File: src/logic/hpbd_map.svh
`ifndef HPBD_MAP_SVH
`define HPBD_MAP_SVH

// Control word bit positions
`define HPBD_CTL_H2C_BIT    1
`define HPBD_CTL_C2H_BIT    2
`define HPBD_CTL_READY_BIT  3
`define HPBD_CTL_FETCH_BIT  4

// FIFO geometry and DMA bursts
`define HPBD_FIFO_DEPTH     8
`define HPBD_WORD_W         32
`define HPBD_BURST_WORDS    4
`define HPBD_WORD_BYTES     4

// Write time-out, in mclk cycles
`define HPBD_WR_TMO_CLKS    256

// Reset values
`define HPBD_ADDR_RST       32'h0000_0000

`endif

File: src/logic/hpbd_pkg.sv
`include "hpbd_map.svh"

package hpbd_pkg;

    typedef enum logic [1:0] {
        HPBD_CYC_CTL      = 2'b00,
        HPBD_CYC_DATA_INC = 2'b01,
        HPBD_CYC_ADDR     = 2'b10,
        HPBD_CYC_DATA_FIX = 2'b11
    } hpbd_cyc_t;

    typedef enum logic [1:0] {
        HPBD_DMA_IDLE = 2'b00,
        HPBD_DMA_RD   = 2'b01,
        HPBD_DMA_WR   = 2'b10
    } hpbd_dma_t;

    localparam int HPBD_TMO_W = $clog2(`HPBD_WR_TMO_CLKS);

endpackage

File: src/logic/hpbd_core.sv
// Functional notes
// - Doorbell rising edge gives one CPU pulse
// - CPU write of one acknowledges doorbell
// - No pulse while doorbell already set
// - Zero writes ignored; reset clears doorbell
// - CPU write of one drops host interrupt
// - Host write of one releases host interrupt
// - Zero writes ignored; reset releases interrupt
// - Separate eight-word read and write FIFOs
// - Read address write flushes after fill
// - No reads after flush until triggered
// - First incrementing read fills two bursts
// - Refill burst whenever four slots free
// - Fetch bit is a command, not stored
// - Fixed read flushes, reads once, stops
// - Write address write drains write FIFO
// - Posted writes burst in fours
// - Full write FIFO holds host off
// - Time-out drains short write tail
// - Fixed write flushes, writes once, stops
// - Host held off during any flush
//
// The plain strobed port and the address map were chosen for this implementation.
`timescale 1ns/10ps
`include "hpbd_map.svh"

module hpbd_core #(
    parameter int DEPTH   = `HPBD_FIFO_DEPTH,
    parameter int TMO_CLK = `HPBD_WR_TMO_CLKS
) (
    // Clock and reset
    input  wire logic        mclk,
    input  wire logic        arst_n,
    // Host port
    input  wire logic        cycle_type_sel_hi,
    input  wire logic        cycle_type_sel_lo,
    input  wire logic        host_aw_sel,
    input  wire logic        host_wr,
    input  wire logic        host_rd,
    input  wire logic [31:0] host_wdata,
    output logic      [31:0] host_rdata,
    output logic             host_ready_n,
    output logic             host_int_n,
    // CPU side
    input  wire logic        cpu_wr,
    input  wire logic        cpu_rd,
    input  wire logic [31:0] cpu_wdata,
    output logic      [31:0] cpu_rdata,
    output logic             cpu_irq_pulse,
    // Memory DMA master
    output logic             mem_req,
    output logic             mem_we,
    output logic      [31:0] mem_addr,
    output logic      [2:0]  mem_len,
    output logic      [31:0] mem_wdata,
    input  wire logic [31:0] mem_rdata,
    input  wire logic        mem_ack
);
    localparam int CW = $clog2(DEPTH) + 1;
    localparam int TW = hpbd_pkg::HPBD_TMO_W;
    localparam logic [CW-1:0] BURST = CW'(`HPBD_BURST_WORDS);
    localparam logic [TW-1:0] TMO_LAST = TW'(TMO_CLK - 1);
    localparam logic [31:0] STEP = 32'(`HPBD_WORD_BYTES);

    typedef struct packed {
        hpbd_pkg::hpbd_dma_t st;
        logic [2:0]          beats;
        logic [2:0]          dma_len;
        logic                dma_single;
        logic [31:0]         dma_addr;
        logic [31:0]         rd_addr;
        logic [31:0]         wr_addr;
        logic                pf_on;
        logic                single_pend;
        logic                rd_flush_pend;
        logic                rd_wait;
        logic                fixed_word;
        logic                wr_flush;
        logic                burst_en;
        logic [TW-1:0]       tmo;
        logic [31:0]         host_rdata;
        logic [31:0]         cpu_rdata;
    } hpbd_core_st_t;

    hpbd_core_st_t s;
    hpbd_core_st_t next_s;

    hpbd_pkg::hpbd_cyc_t cyc;
    logic                rd_push;
    logic                rd_pop;
    logic                rd_flush;
    logic                wr_push;
    logic                wr_pop;
    logic [31:0]         rd_head;
    logic [31:0]         wr_head;
    logic [CW-1:0]       rd_count;
    logic [CW-1:0]       wr_count;
    logic                rd_empty;
    logic                wr_empty;
    logic                wr_full;
    logic                tmo_run;
    logic                h2c_set;
    logic                h2c_clr;
    logic                c2h_set;
    logic                c2h_clr;
    logic                h2c_flag;
    logic                c2h_flag;
    logic [31:0]         ctl_word;

    ////////////////////////////////////////////////////////////////////
    // Doorbells

    assign cyc = hpbd_pkg::hpbd_cyc_t'({cycle_type_sel_hi, cycle_type_sel_lo});

    assign h2c_set = host_wr && cyc == hpbd_pkg::HPBD_CYC_CTL
                     && host_wdata[`HPBD_CTL_H2C_BIT];
    assign h2c_clr = cpu_wr && cpu_wdata[`HPBD_CTL_H2C_BIT];
    assign c2h_set = cpu_wr && cpu_wdata[`HPBD_CTL_C2H_BIT];
    assign c2h_clr = host_wr && cyc == hpbd_pkg::HPBD_CYC_CTL
                     && host_wdata[`HPBD_CTL_C2H_BIT];

    hpbd_doorbell u_h2c (
        .mclk   (mclk),
        .arst_n (arst_n),
        .set_wr (h2c_set),
        .clr_wr (h2c_clr),
        .flag   (h2c_flag),
        .rise   (cpu_irq_pulse)
    );

    hpbd_doorbell u_c2h (
        .mclk   (mclk),
        .arst_n (arst_n),
        .set_wr (c2h_set),
        .clr_wr (c2h_clr),
        .flag   (c2h_flag),
        .rise   ()
    );

    assign host_int_n = ~c2h_flag;

    ////////////////////////////////////////////////////////////////////
    // FIFOs

    hpbd_fifo #(.W(32), .DEPTH(DEPTH)) u_rd_fifo (
        .mclk   (mclk),
        .arst_n (arst_n),
        .push   (rd_push),
        .wdata  (mem_rdata),
        .pop    (rd_pop),
        .head   (rd_head),
        .flush  (rd_flush),
        .count  (rd_count),
        .empty  (rd_empty),
        .full   ()
    );

    hpbd_fifo #(.W(32), .DEPTH(DEPTH)) u_wr_fifo (
        .mclk   (mclk),
        .arst_n (arst_n),
        .push   (wr_push),
        .wdata  (host_wdata),
        .pop    (wr_pop),
        .head   (wr_head),
        .flush  (1'b0),
        .count  (wr_count),
        .empty  (wr_empty),
        .full   (wr_full)
    );

    // Held off on any flush, a full write FIFO or a read still waiting
    assign host_ready_n = s.rd_flush_pend | s.single_pend | s.wr_flush
                          | wr_full | (s.rd_wait & rd_empty);

    always_comb begin
        ctl_word = 32'h0000_0000;
        ctl_word[`HPBD_CTL_H2C_BIT] = h2c_flag;
        ctl_word[`HPBD_CTL_C2H_BIT] = c2h_flag;
        ctl_word[`HPBD_CTL_READY_BIT] = ~host_ready_n;
    end

    ////////////////////////////////////////////////////////////////////
    // DMA and host data path

    assign tmo_run = s.burst_en && !wr_empty && wr_count < BURST
                     && !s.wr_flush && s.st != hpbd_pkg::HPBD_DMA_WR;

    always_comb begin
        logic [2:0] wlen;
        wlen = (wr_count < BURST) ? wr_count[2:0] : 3'(`HPBD_BURST_WORDS);
        next_s = s;
        rd_push = 1'b0;
        rd_pop = 1'b0;
        rd_flush = 1'b0;
        wr_push = 1'b0;
        wr_pop = 1'b0;
        // One beat per acknowledge
        if (s.st != hpbd_pkg::HPBD_DMA_IDLE && mem_ack) begin
            next_s.dma_addr = s.dma_addr + STEP;
            next_s.beats = s.beats - 3'd1;
            if (s.st == hpbd_pkg::HPBD_DMA_RD) begin
                rd_push = 1'b1;
            end else begin
                wr_pop = 1'b1;
            end
            if (s.beats == 3'd1) begin
                next_s.st = hpbd_pkg::HPBD_DMA_IDLE;
                next_s.fixed_word = s.dma_single;
            end
        end
        // A fill in flight lands first, then the pointers reset
        if (s.rd_flush_pend && s.st != hpbd_pkg::HPBD_DMA_RD) begin
            rd_flush = 1'b1;
            next_s.rd_flush_pend = 1'b0;
            next_s.fixed_word = 1'b0;
        end
        if (s.wr_flush && wr_empty && s.st != hpbd_pkg::HPBD_DMA_WR) begin
            next_s.wr_flush = 1'b0;
        end
        if (tmo_run) begin
            next_s.tmo = s.tmo + TW'(1);
            if (s.tmo == TMO_LAST) begin
                next_s.wr_flush = 1'b1;
            end
        end else begin
            next_s.tmo = '0;
        end
        if (s.rd_wait && !rd_empty && !s.rd_flush_pend && !s.single_pend) begin
            next_s.rd_wait = 1'b0;
        end
        // Burst start, single reads first, then writes, then prefetch
        if (s.st == hpbd_pkg::HPBD_DMA_IDLE) begin
            if (s.single_pend && !s.rd_flush_pend) begin
                next_s.st = hpbd_pkg::HPBD_DMA_RD;
                next_s.beats = 3'd1;
                next_s.dma_len = 3'd1;
                next_s.dma_single = 1'b1;
                next_s.dma_addr = s.rd_addr;
                next_s.single_pend = 1'b0;
            end else if (!wr_empty && (s.wr_flush
                         || (s.burst_en && wr_count >= BURST))) begin
                next_s.st = hpbd_pkg::HPBD_DMA_WR;
                next_s.beats = wlen;
                next_s.dma_len = wlen;
                next_s.dma_single = 1'b0;
                next_s.dma_addr = s.wr_addr;
                next_s.wr_addr = s.wr_addr + {27'h000_0000, wlen, 2'b00};
            end else if (s.pf_on && !s.rd_flush_pend
                         && rd_count <= CW'(DEPTH) - BURST) begin
                next_s.st = hpbd_pkg::HPBD_DMA_RD;
                next_s.beats = 3'(`HPBD_BURST_WORDS);
                next_s.dma_len = 3'(`HPBD_BURST_WORDS);
                next_s.dma_single = 1'b0;
                next_s.dma_addr = s.rd_addr;
                next_s.rd_addr = s.rd_addr + STEP * 32'(`HPBD_BURST_WORDS);
            end
        end
        // Host writes
        if (host_wr) begin
            unique case (cyc)
                hpbd_pkg::HPBD_CYC_CTL: begin
                    if (host_wdata[`HPBD_CTL_FETCH_BIT]) begin
                        next_s.pf_on = 1'b1;
                    end
                end
                hpbd_pkg::HPBD_CYC_ADDR: begin
                    if (!host_aw_sel) begin
                        next_s.rd_addr = host_wdata;
                        next_s.rd_flush_pend = 1'b1;
                        next_s.pf_on = 1'b0;
                        next_s.single_pend = 1'b0;
                    end else if (wr_empty && !s.wr_flush
                                 && s.st != hpbd_pkg::HPBD_DMA_WR) begin
                        next_s.wr_addr = host_wdata;
                    end else begin
                        // Refused: posted words go out to the old address
                        next_s.wr_flush = 1'b1;
                    end
                end
                hpbd_pkg::HPBD_CYC_DATA_INC: begin
                    if (!wr_full && !s.wr_flush) begin
                        wr_push = 1'b1;
                        next_s.burst_en = 1'b1;
                        next_s.tmo = '0;
                    end
                end
                hpbd_pkg::HPBD_CYC_DATA_FIX: begin
                    if (!wr_full && !s.wr_flush) begin
                        wr_push = 1'b1;
                        next_s.burst_en = 1'b0;
                        next_s.wr_flush = 1'b1;
                        next_s.tmo = '0;
                    end
                end
            endcase
        end
        // Host reads
        if (host_rd) begin
            unique case (cyc)
                hpbd_pkg::HPBD_CYC_CTL: begin
                    next_s.host_rdata = ctl_word;
                end
                hpbd_pkg::HPBD_CYC_ADDR: begin
                    next_s.host_rdata = host_aw_sel ? s.wr_addr : s.rd_addr;
                end
                hpbd_pkg::HPBD_CYC_DATA_INC: begin
                    next_s.pf_on = 1'b1;
                    if (!rd_empty && !s.rd_flush_pend && !s.single_pend) begin
                        rd_pop = 1'b1;
                        next_s.host_rdata = rd_head;
                        next_s.fixed_word = 1'b0;
                    end else begin
                        next_s.rd_wait = 1'b1;
                    end
                end
                hpbd_pkg::HPBD_CYC_DATA_FIX: begin
                    if (s.fixed_word && !rd_empty) begin
                        rd_pop = 1'b1;
                        next_s.host_rdata = rd_head;
                        next_s.fixed_word = 1'b0;
                    end else begin
                        next_s.rd_flush_pend = 1'b1;
                        next_s.single_pend = 1'b1;
                        next_s.pf_on = 1'b0;
                        next_s.rd_wait = 1'b1;
                    end
                end
            endcase
        end
        if (cpu_rd) begin
            next_s.cpu_rdata = ctl_word;
        end
    end

    always_ff @(posedge mclk or negedge arst_n) begin
        if (!arst_n) begin
            s <= '0;
        end else begin
            s <= next_s;
        end
    end

    assign host_rdata = s.host_rdata;
    assign cpu_rdata  = s.cpu_rdata;
    assign mem_req    = (s.st != hpbd_pkg::HPBD_DMA_IDLE);
    assign mem_we     = (s.st == hpbd_pkg::HPBD_DMA_WR);
    assign mem_addr   = s.dma_addr;
    assign mem_len    = s.dma_len;
    assign mem_wdata  = wr_head;
endmodule // hpbd_core

File: src/logic/hpbd_fifo.sv
`timescale 1ns/10ps
`include "hpbd_map.svh"

module hpbd_fifo #(
    parameter int W     = `HPBD_WORD_W,
    parameter int DEPTH = `HPBD_FIFO_DEPTH
) (
    // Clock and reset
    input  wire logic                       mclk,
    input  wire logic                       arst_n,
    // Write side
    input  wire logic                       push,
    input  wire logic [W-1:0]               wdata,
    // Read side
    input  wire logic                       pop,
    output logic      [W-1:0]               head,
    // Control and level
    input  wire logic                       flush,
    output logic      [$clog2(DEPTH):0]     count,
    output logic                            empty,
    output logic                            full
);
    localparam int AW = $clog2(DEPTH);

    typedef struct packed {
        logic [DEPTH-1:0][W-1:0] mem;
        logic [AW-1:0]           wptr;
        logic [AW-1:0]           rptr;
        logic [AW:0]             count;
        logic [W-1:0]            head;
    } hpbd_fifo_st_t;

    hpbd_fifo_st_t s;
    hpbd_fifo_st_t next_s;

    // Head is registered show-ahead; a push into the slot about to be
    // read bypasses the array so the head is never a stale word.
    always_comb begin
        logic [AW-1:0] nr;
        nr = s.rptr + AW'(pop);
        next_s = s;
        next_s.rptr = nr;
        if (push) begin
            next_s.mem[s.wptr] = wdata;
            next_s.wptr = s.wptr + AW'(1);
        end
        next_s.count = s.count + (AW+1)'(push) - (AW+1)'(pop);
        next_s.head = (push && s.wptr == nr) ? wdata : s.mem[nr];
        if (flush) begin
            next_s.wptr = '0;
            next_s.rptr = '0;
            next_s.count = '0;
        end
    end

    always_ff @(posedge mclk or negedge arst_n) begin
        if (!arst_n) begin
            s <= '0;
        end else begin
            s <= next_s;
        end
    end

    assign head  = s.head;
    assign count = s.count;
    assign empty = (s.count == '0);
    assign full  = (s.count == (AW+1)'(DEPTH));

endmodule // hpbd_fifo

File: src/logic/hpbd_doorbell.sv
`timescale 1ns/10ps

module hpbd_doorbell (
    // Clock and reset
    input  wire logic mclk,
    input  wire logic arst_n,
    // Writes of one from either party
    input  wire logic set_wr,
    input  wire logic clr_wr,
    // State
    output logic      flag,
    output logic      rise
);
    typedef struct packed {
        logic flag;
        logic rise;
    } hpbd_bell_st_t;

    hpbd_bell_st_t s;
    hpbd_bell_st_t next_s;

    // Set wins over a clear in the same cycle, so no ring is lost
    always_comb begin
        next_s = s;
        next_s.flag = set_wr | (s.flag & ~clr_wr);
        next_s.rise = set_wr & ~s.flag;
    end

    always_ff @(posedge mclk or negedge arst_n) begin
        if (!arst_n) begin
            s <= '0;
        end else begin
            s <= next_s;
        end
    end

    assign flag = s.flag;
    assign rise = s.rise;

endmodule // hpbd_doorbell

File: config.mk
export PLATFORM = sky130hd
export DESIGN_NAME = hpbd_core
export DESIGN_NICKNAME = d
export VERILOG_FILES = /design/src/logic/hpbd_pkg.sv /design/src/logic/hpbd_core.sv /design/src/logic/hpbd_fifo.sv /design/src/logic/hpbd_doorbell.sv
export VERILOG_INCLUDE_DIRS = /design/src /design/src/logic
export SDC_FILE = /design/constraint.sdc
export NUM_CORES = 1
export LEC_CHECK = 0
export BUFFER_PORTS_ARGS = -buffer_cell sky130_fd_sc_hd__buf_2
export CELL_PAD_IN_SITES_DETAIL_PLACEMENT = 0
export CELL_PAD_IN_SITES_GLOBAL_PLACEMENT = 2
export CORE_MARGIN = 2
export CORE_UTILIZATION = 39
export CTS_BUF_LIST = sky130_fd_sc_hd__clkbuf_16
export CTS_CLUSTER_SIZE = 28
export DETAILED_ROUTE_END_ITERATION = 12
export PLACE_DENSITY = 0.81
export SLEW_MARGIN = 20
export SYNTH_ARGS = -nofsm -noshare
export SYNTH_HDL_FRONTEND = slang
export SYNTH_SLANG_ARGS = --single-unit
File: constraint.sdc
create_clock -name mclk -period 3.09 [get_ports mclk]
set_clock_uncertainty 0.15 [all_clocks]
set_input_delay 0.4635 -clock mclk [delete_from_list [all_inputs] [get_ports mclk]]
set_output_delay 0.4635 -clock mclk [all_outputs]
set_load 0.005 [all_outputs]
==> run metrics, run 1 <==
status complete, no violations; CTS Buf Count 83; IO Pins 242; Synth area leader dfrtp_1; reg2reg end u_rd_fifo.head[11]; min Tclk post-route 2.84 ns; initial antenna violation count 5; #FFs+latches synth 754; # rows 111; max frequency 352 MHz; DP Worst Slack 0.221 ns; detailed-route via count 22100; vias in the first global route 24100; Pleak 18.7 nW; Tcrit/Tclk final 92.0%; Die ar. 94200 µm²; r2r setup slk 0.25 ns; Synth Cell Area 35800 µm²; WL final 92.1 mm; worst path arrival time 3.21 ns; peak fanout along the critical path 27; most common cell after layout, fill and taps aside dfrtp_1; CTS Sinks 754; WS Path Type flop to flop; min-delay src mem_rdata[28]; maxcap violations 0; Starting Density 39.2%; Worst-Margin Slew 0.983 ns; asr flop ratio synth 100%; HP Class input port to flop; synthesized instance count 2744; DRC 0; pwr/cell area 921 nW/µm²; R2R Path Start u_rd_fifo.count[2]; port bufs 182; WP data required 3.46 ns; clk slew on worst S/H paths 0.06 ns; Pwr Total 0.0377 W; largest net degree at the start of global routing 65; total global routing overflow 0; wire length on met3 4.14 mm; Vias/cell 5.37; Worst-Skew Late Latency 0.64 ns; Layout area overhead 14.4%; Hold Violations, Final 0; Top FF cell, synth dfrtp_1; Initial DRC Count 1367; setup TNS 0 ns; DP HPWL 61.4 mm; unique cell type count in the Yosys netlist 64; final worst slack 0.246 ns; Root Buffer Master clkbuf_16; total track usage 19.7%; routed wl met2 45.8 mm; fill cell count 8112; Hold EP u_rd_fifo.s[262]; placed insts 3926; CTS resizes 0; average cell area after synthesis 13.0 µm²; CTS HTree Levels 3; unrepaired setup endpoints after global routing false; Worst setup SP type flop; cells on worst reg2reg path 12; hold depth 2; final setup fails 0; Worst Setup End Kind flop; core area 91200 µm²; Die H 307 µm; yosys warns 0; met1 wire length 39.3 mm; Non-Filler Instances 4116; Worst path slowest cell dfrtp_1; most frequent cells in the layout dfrtp_1, mux2_2, buf_2; Peak VDD IR 0.651 mV; # nets final 2998; first-pass GRT wire length 143 mm; die span in x 307 µm; DR top layer met5; Crit path top cell by count buf_4; fin util 44.9%; post-synth top area share 52.7%; Post-synth EDFFs 0; Longest Clk Path Bufs 3; first-pass iteration count of the detailed router 5; crit-path cells inv_1 > ha_1 > and3_1 > nor3_1 > buf_4 > ha_4 > ha_2 > buf_4 > buf_12 > mux4_2 > mux2i_1 > a21oi_1; relative slew slack 34.5%; CP peak stage delay 0.39 ns; fraction of layout cells with a size suffix above 1 37.5%; Synth area leaders dfrtp_1, mux2_2, mux4_2, buf_4, mux2i_1; fin. max-slew vios 0; routability cong. 0.828; CTS tree built; drt wl/cell 22.4 µm; antenna viol nets, final 0; register area share after synthesis 52.7%
-- worst max-delay path: cells and delay by family (launching register included) --
family | cells | cell delay, ns
flip-flops | 1 | 0.39
buffers and inverters | 4 | 0.63
AO/OA/AOI/OAI | 1 | 0.09
adder cells (fa/ha/maj) | 3 | 0.61
multiplexers | 2 | 0.50
AND/OR/NAND/NOR | 2 | 0.34
-- worst max path at each step --
stage,start,endpoint,slack (ns)
6_report,u_rd_fifo.count[2],u_rd_fifo.head[11],0.25
5_1_grt,u_rd_fifo.count[2],u_rd_fifo.head[27],0.03
4_1_cts,u_rd_fifo.count[2],u_rd_fifo.head[5],0.20
3_5_place_dp,u_rd_fifo.count[2],u_rd_fifo.head[5],0.22
3_3_place_gp,cycle_type_sel_hi,u_rd_fifo.head[3],0.25
2_1_floorplan,u_rd_fifo.count[2],u_rd_fifo.head[10],0.16
-- kinds of logic after synthesis --
kind of cell | count (synthesis) | share of synthesized area (%)
buffers and inverters | 350 | 5.45
multiplexers | 740 | 27.1
other | 1 | 0.0105
adder cells (fa/ha/maj) | 29 | 1.06
AND/OR/NAND/NOR | 463 | 6.16
XOR/XNOR | 103 | 2.52
AO/OA/AOI/OAI | 304 | 5.01
flip-flops | 754 | 52.7
-- metrics by stage --
step / hold slack (ns) / cell area, µm²
after global placement: 0.311 / 37900
after detailed placement: 0.322 / 37900
after global routing: 0.0387 / 40900
after CTS: 0.000381 / 40900
after floorplan: 0.0179 / 35900
final: 0.0280 / 40900
-- what timing repair did --
action	CTS	global route
setup buffers	0	2
endpoints found under the hold margin	128	0
hold buffers	35	0
setup endpoints to repair	0	6
-- final cells by class --
| class | instances | area, µm² | area share (%) |
|---|---|---|---|
| flip-flops and latches | 754 | 18900 | 46.1 |
| multi-input cells | 1668 | 15200 | 37.1 |
| repair buffers | 322 | 2630 | 6.42 |
| clock buffers | 83 | 2080 | 5.07 |
| well taps | 1186 | 1480 | 3.62 |
| clock inverters | 66 | 544 | 1.33 |
| inverters | 34 | 130 | 0.318 |
| diodes | 3 | 7.51 | 0.0183 |
-- report_power, final --
part	total (W)	leakage [nW]	switching, W	internal, W
Sequential	0.0153	9.82	0.00225	0.0131
Clock	0.00961	1.35	0.00411	0.00549
Combinational	0.0128	7.53	0.00614	0.00664
-- routing by layer --
metal / vias up / global-route usage, %
met5: - / 0
met4: 2 / 6.79
met3: 165 / 3.78
met2: 435 / 33.4
met1: 11600 / 25.3
li1: 9914 / -
-- registers in the layout, indices dropped and copies added (netlist names) --
| name | count |
|---|---|
| cpu_rdata | 3 |
| host_rdata | 32 |
| mem_addr | 32 |
| mem_len | 3 |
| s | 85 |
| u_c2h.flag | 1 |
| u_h2c.flag | 1 |
| u_h2c.rise | 1 |
| u_rd_fifo.count | 4 |
| u_rd_fifo.head | 32 |
| u_rd_fifo.s | 262 |
| u_wr_fifo.count | 4 |
| u_wr_fifo.head | 32 |
| u_wr_fifo.s | 262 |
-- Yosys cell counts (4+ instances only) --
| cell | n |
|---|---|
| dfrtp_1 | 754 |
| mux2_2 | 536 |
| nand2_1 | 174 |
| buf_4 | 140 |
| mux4_2 | 128 |
| nor2_1 | 127 |
| clkbuf_1 | 97 |
| o21ai_0 | 93 |
| a21oi_1 | 89 |
| mux2i_1 | 69 |
| buf_2 | 66 |
| a22oi_1 | 57 |
| xor2_1 | 57 |
| xnor2_1 | 46 |
| nand3_1 | 43 |
| inv_1 | 32 |
| nand4_1 | 28 |
| ha_1 | 27 |
| o22ai_1 | 25 |
| nor3_1 | 15 |
| and3_1 | 14 |
| nor2b_1 | 10 |
| o21ai_1 | 10 |
| and4_1 | 9 |
| buf_1 | 8 |
| and2_1 | 7 |
| mux2_1 | 7 |
| a31oi_1 | 6 |
| a21o_1 | 4 |
| o211ai_1 | 4 |
| or3_1 | 4 |
(Power assumes the default switching activity.)
==> run 2: changes to the inputs <==
PLACE_DENSITY = 0.76   (was 0.81)
SKIP_LAST_GASP = 1   (was default)
==> run 2 against run 1 <==
Effect of this change: sequential share of layout area up 0.34 points; count of clock-buffer cells in the layout increased by 2; global-route usage hardly changed; first-iteration DRC count is 8.9% higher; hold slack about the same; clock power decreased by 4.3%; routed wire length up 0.15%; die area stayed put; sequential power about the same; sequential cell count did not move; largest cell class unchanged; highest routed layer unchanged; critical endpoint is now u_rd_fifo.head[24].
==> run metrics, run 2 (same netlist as run 1, synthesis figures left out) <==
Die ar. 94200 µm² (unchanged); placed insts 3921 (-0.13%); CTS tree built; Peak VDD IR 0.523 mV (-20%); DP HPWL 61.3 mm (-0.10%); first-pass iteration count of the detailed router 5 (unchanged); largest net degree at the start of global routing 89 (+37%); pwr/cell area 915 nW/µm² (-0.66%); fin. max-slew vios 0 (unchanged); core area 91200 µm² (unchanged); fraction of layout cells with a size suffix above 1 37.2% (-0.33 points); DRC 0 (unchanged); DP Worst Slack 0.176 ns (-0.0442 ns); antenna viol nets, final 0 (unchanged); Hold Violations, Final 0 (unchanged); CTS Sinks 754 (unchanged); Die H 307 µm (unchanged); Tcrit/Tclk final 93.6% (+1.6 points); Worst Setup End Kind flop; r2r setup slk 0.20 ns (-0.05 ns); WP data required 3.42 ns (-0.04 ns); Root Buffer Master clkbuf_16; Vias/cell 5.35 (-0.40%); Worst path slowest cell mux4_2; final setup fails 0 (unchanged); Worst-Skew Late Latency 0.63 ns (about the same); crit-path cells inv_1 > ha_1 > and3_1 > nor3_1 > buf_4 > ha_4 > buf_12 > mux4_2 > mux2i_1 > a21oi_1; vias in the first global route 23700 (-1.7%); min-delay src mem_rdata[24]; most frequent cells in the layout dfrtp_1, mux2_2, buf_2; port bufs 182 (unchanged); WS Path Type flop to flop; fin util 44.5% (-0.33 points); Hold Slack 0.0279 ns (-0.0000883 ns); min Tclk post-route 2.89 ns (+0.0488 ns); CTS HTree Levels 3 (unchanged); R2R Path Start u_rd_fifo.count[2]; unrepaired setup endpoints after global routing false; CP bufs+invs 3 (-1); first-pass GRT wire length 142 mm (-0.60%); detailed-route via count 22000 (-0.65%); Longest Clk Path Bufs 3 (unchanged); Hold EP u_rd_fifo.s[226]; HP Class input port to flop; die span in x 307 µm (unchanged); CTS Buf Count 84 (+1.2%); post-CTS setup repair buffer count 0 (unchanged); Worst-Margin Slew 0.722 ns (-0.261 ns); Initial DRC Count 1489 (+8.9%); top flop regs u_rd_fifo.s: 262 flops, u_wr_fifo.s: 262 flops, s: 85 flops; # rows 111 (unchanged); max frequency 346 MHz (-1.7%); initial antenna violation count 6 (+1); worst path arrival time 3.22 ns (about the same); peak fanout along the critical path 17 (-37%); total global routing overflow 0 (unchanged); reg2reg end u_rd_fifo.head[24]; Worst setup SP type flop; routability cong. 0.809 (-2.2%); cells on worst reg2reg path 10 (-2); Starting Density 39.2% (unchanged); clk slew on worst S/H paths 0.06 ns (about the same); setup TNS 0 ns (unchanged); CP peak stage delay 0.53 ns (+0.14 ns); total track usage 19.7% (about the same); # nets final 2989 (-0.30%); Pleak 18.6 nW (-0.69%); relative slew slack 51.7% (+17 points); maxcap violations 0 (unchanged); most common cell after layout, fill and taps aside dfrtp_1; hold depth 2 (unchanged); drt wl/cell 22.5 µm (+0.39%); Non-Filler Instances 4106 (-0.24%); Layout area overhead 13.6%; final worst slack 0.198 ns (-0.0488 ns); IO Pins 242 (unchanged); status complete, no violations; WL final 92.3 mm (+0.15%); CP top delay family multiplexers
[run 2: worst max-delay path by stage]
stage                               to  cells after the start                from  slack (ns)
finish              u_rd_fifo.head[24]                     10  u_rd_fifo.count[2]        0.20
global route        u_rd_fifo.head[13]                     10  u_rd_fifo.count[2]       0.002
CTS                 u_rd_fifo.head[24]                     10  u_rd_fifo.count[2]        0.16
detailed placement  u_rd_fifo.head[24]                     10  u_rd_fifo.count[2]        0.18
global placement    u_rd_fifo.head[20]                     10  u_rd_fifo.count[2]        0.19
floorplan           u_rd_fifo.head[10]                     10  u_rd_fifo.count[2]        0.16
[run 2: metrics by stage]
stage          total power [W]  cell area [µm²]
6_report                0.0372            40600
5_1_grt                 0.0394            40600
4_1_cts                 0.0376            40600
3_5_place_dp            0.0282            37800
3_3_place_gp            0.0277            37800
2_1_floorplan           0.0242            35900
[run 2: worst reg2reg max path: stages, from the launching register on]
cell,delay [ns]
dfrtp_1,0.38
inv_1,0.08
ha_1,0.14
and3_1,0.26
nor3_1,0.08
buf_4,0.16
ha_4,0.46
buf_12,0.24
mux4_2,0.55
mux2i_1,0.14
a21oi_1,0.09
[run 2: layout make-up]
type / count / area [µm²]
fillers: 8195 / 50600
flip-flops and latches: 754 / 18900
multi-input cells: 1668 / 15200
repair buffers: 312 / 2450
clock buffers: 85 / 2130
well taps: 1186 / 1480
clock inverters: 65 / 369
inverters: 34 / 130
diodes: 2 / 5.00
[run 2: repair_timing]
action                                  in CTS  in global routing
hold buffers                                33                  0
endpoints found under the setup margin       0                  1
resized for setup                            0                  1
hold endpoints to repair                   108                  0
[run 2: routing by layer]
metal  vias up  GRT usage (%)  routed length (µm)
li1       9887              -                   -
met1     11500           24.8               38600
met2       476           33.9               46300
met3       137           4.00                4800
met4         2           6.35                2590
met5         -              0                  11
[run 2: power by group]
group	internal, W	switching, W	total, W
Clock	0.00515	0.00405	0.00920
Sequential	0.0131	0.00226	0.0153
Combinational	0.00658	0.00607	0.0127
==> run 3: changes to the inputs <==
CAP_MARGIN = 5   (was default)
PLACE_DENSITY = default   (was 0.76)
PLACE_DENSITY_LB_ADDON = 0.1   (was default)
==> run 3 against run 2 <==
Effect of this change: cell count grew 1.2%; die area is the same; sequential power about the same; first-iteration DRC count down 22%.
==> run metrics, run 3 (same netlist as run 1, synthesis figures left out) <==
status complete, no violations; max frequency 347 MHz (+0.32%); min-delay src host_wdata[27]; Starting Density 39.2% (unchanged); hold depth 3 (+1); initial antenna violation count 4 (-2); relative slew slack 34.8% (-17 points); vias in the first global route 23800 (+0.26%); Hold Violations, Final 0 (unchanged); Layout area overhead 16.1%; WS Path Type flop to flop; Vias/cell 5.30 (-0.84%); peak fanout along the critical path 35 (+18); Root Buffer Master clkbuf_16; Die ar. 94200 µm² (unchanged); core area 91200 µm² (unchanged); top flop regs u_rd_fifo.s: 262 flops, u_wr_fifo.s: 262 flops, s: 85 flops; r2r setup slk 0.21 ns (about the same); final worst slack 0.207 ns (+0.00934 ns); fin. max-slew vios 0 (unchanged); most common cell after layout, fill and taps aside dfrtp_1; first-pass GRT wire length 147 mm (+3.2%); DP Worst Slack 0.151 ns (-0.0254 ns); Initial DRC Count 1166 (-22%); fraction of layout cells with a size suffix above 1 37.9% (+0.71 points); min Tclk post-route 2.88 ns (-0.00934 ns); CP peak stage delay 0.37 ns (-0.16 ns); clk slew on worst S/H paths 0.06 ns (about the same); CP top delay family adder cells; CTS HTree Levels 3 (unchanged); port bufs 182 (unchanged); # nets final 3030 (+1.4%); Tcrit/Tclk final 93.3% (-0.30 points); R2R Path Start u_rd_fifo.count[3]; most frequent cells in the layout dfrtp_1, mux2_2, buf_2; Storage cell area 18900 µm² (unchanged); setup TNS 0 ns (unchanged); first-pass iteration count of the detailed router 5 (unchanged); IO Pins 242 (unchanged); die span in x 307 µm (unchanged); final setup fails 0 (unchanged); Worst-Margin Slew 0.979 ns (+0.257 ns); antenna viol nets, final 0 (unchanged); CTS Sinks 754 (unchanged); drt wl/cell 22.9 µm (+1.8%); Hold Slack 0.0490 ns (+0.0211 ns); WP data required 3.44 ns (+0.02 ns); DP HPWL 62.8 mm (+2.4%); total track usage 20.5% (+0.77 points); reg2reg end u_rd_fifo.head[10]; DRC 0 (unchanged); Hold EP s[106]; placed insts 3925 (+0.10%); unrepaired setup endpoints after global routing false; CTS Buf Count 88 (+4.8%); worst path arrival time 3.23 ns (about the same); Peak VDD IR 0.487 mV (-6.8%); detailed-route via count 22100 (+0.39%); Worst-Skew Late Latency 0.67 ns (+0.04 ns); CTS tree built; total global routing overflow 0 (unchanged); CP bufs+invs 3 (unchanged); Die H 307 µm (unchanged); # rows 111 (unchanged); HP Class input port to flop; routability cong. 0.770 (-4.8%); crit-path cells inv_1 > ha_1 > and3_1 > nor3_1 > buf_4 > ha_4 > ha_2 > buf_12 > mux4_2 > mux2i_1 > a21oi_1; cells on worst reg2reg path 11 (+1); Pwr Total 0.0387 W (+4.2%); Pleak 18.9 nW (+2.0%); Non-Filler Instances 4157 (+1.2%); largest net degree at the start of global routing 83 (-6.7%); Worst Setup End Kind flop; Worst path slowest cell ha_2; Longest Clk Path Bufs 3 (unchanged); pwr/cell area 932 nW/µm² (+1.9%); Worst setup SP type flop; fill cell count 8256 (+0.74%); maxcap violations 0 (unchanged); area taken by multi-input logic gates 15200 µm² (about the same); WL final 95.1 mm (+3.1%)
[run 3: repair_timing]
item / CTS / global route
endpoints found under the setup margin: 0 / 3
gates resized for setup: 0 / 1
setup buffers: 0 / 4
hold buffers: 62 / 0
endpoints found under the hold margin: 367 / 0
[run 3: worst max-delay path by stage]
stage                             from            endpoint  slack, ns  cells after the start
floorplan           u_rd_fifo.count[2]  u_rd_fifo.head[10]       0.16                     10
global placement    u_rd_fifo.count[2]  u_rd_fifo.head[13]       0.19                     10
detailed placement  u_rd_fifo.count[3]  u_rd_fifo.head[21]       0.15                     10
CTS                 u_rd_fifo.count[3]   u_rd_fifo.head[7]       0.13                     10
global route        u_rd_fifo.count[2]  u_rd_fifo.head[27]       0.02                     14
finish              u_rd_fifo.count[3]  u_rd_fifo.head[10]       0.21                     11
[run 3: layout make-up]
class                   count  share of cell area (%)
diodes                      2                  0.0120
flip-flops and latches    754                    45.4
clock buffers              89                    5.36
multi-input cells        1668                    36.6
clock inverters            75                    1.65
repair buffers            349                    7.02
inverters                  34                   0.313
well taps                1186                    3.57
[run 3: per-layer routing]
metal | wire [µm] | up-vias | GRT usage [%]
li1 | - | 9984 | -
met1 | 40900 | 11600 | 26.2
met2 | 47300 | 360 | 34.9
met3 | 4410 | 143 | 4.49
met4 | 2470 | 6 | 5.91
met5 | 35 | - | 0
[run 3: report_power, final]
group	switching, W	internal [W]
Combinational	0.00615	0.00676
Clock	0.00436	0.00618
Sequential	0.00222	0.0131
Total	0.0127	0.0260
[run 3: tightest hold or removal path, cell delays in order]
cell	delay [ns]
buf_2	0.18
nand2_1	0.08
o21ai_0	0.07
[run 3: per-stage QoR]
step	area (µm²)	util (%)
after global routing	41500	45.5
after floorplan	35900	-
after detailed placement	38000	41.6
final	41500	45.5
after CTS	41500	45.5
after global placement	38000	41.6
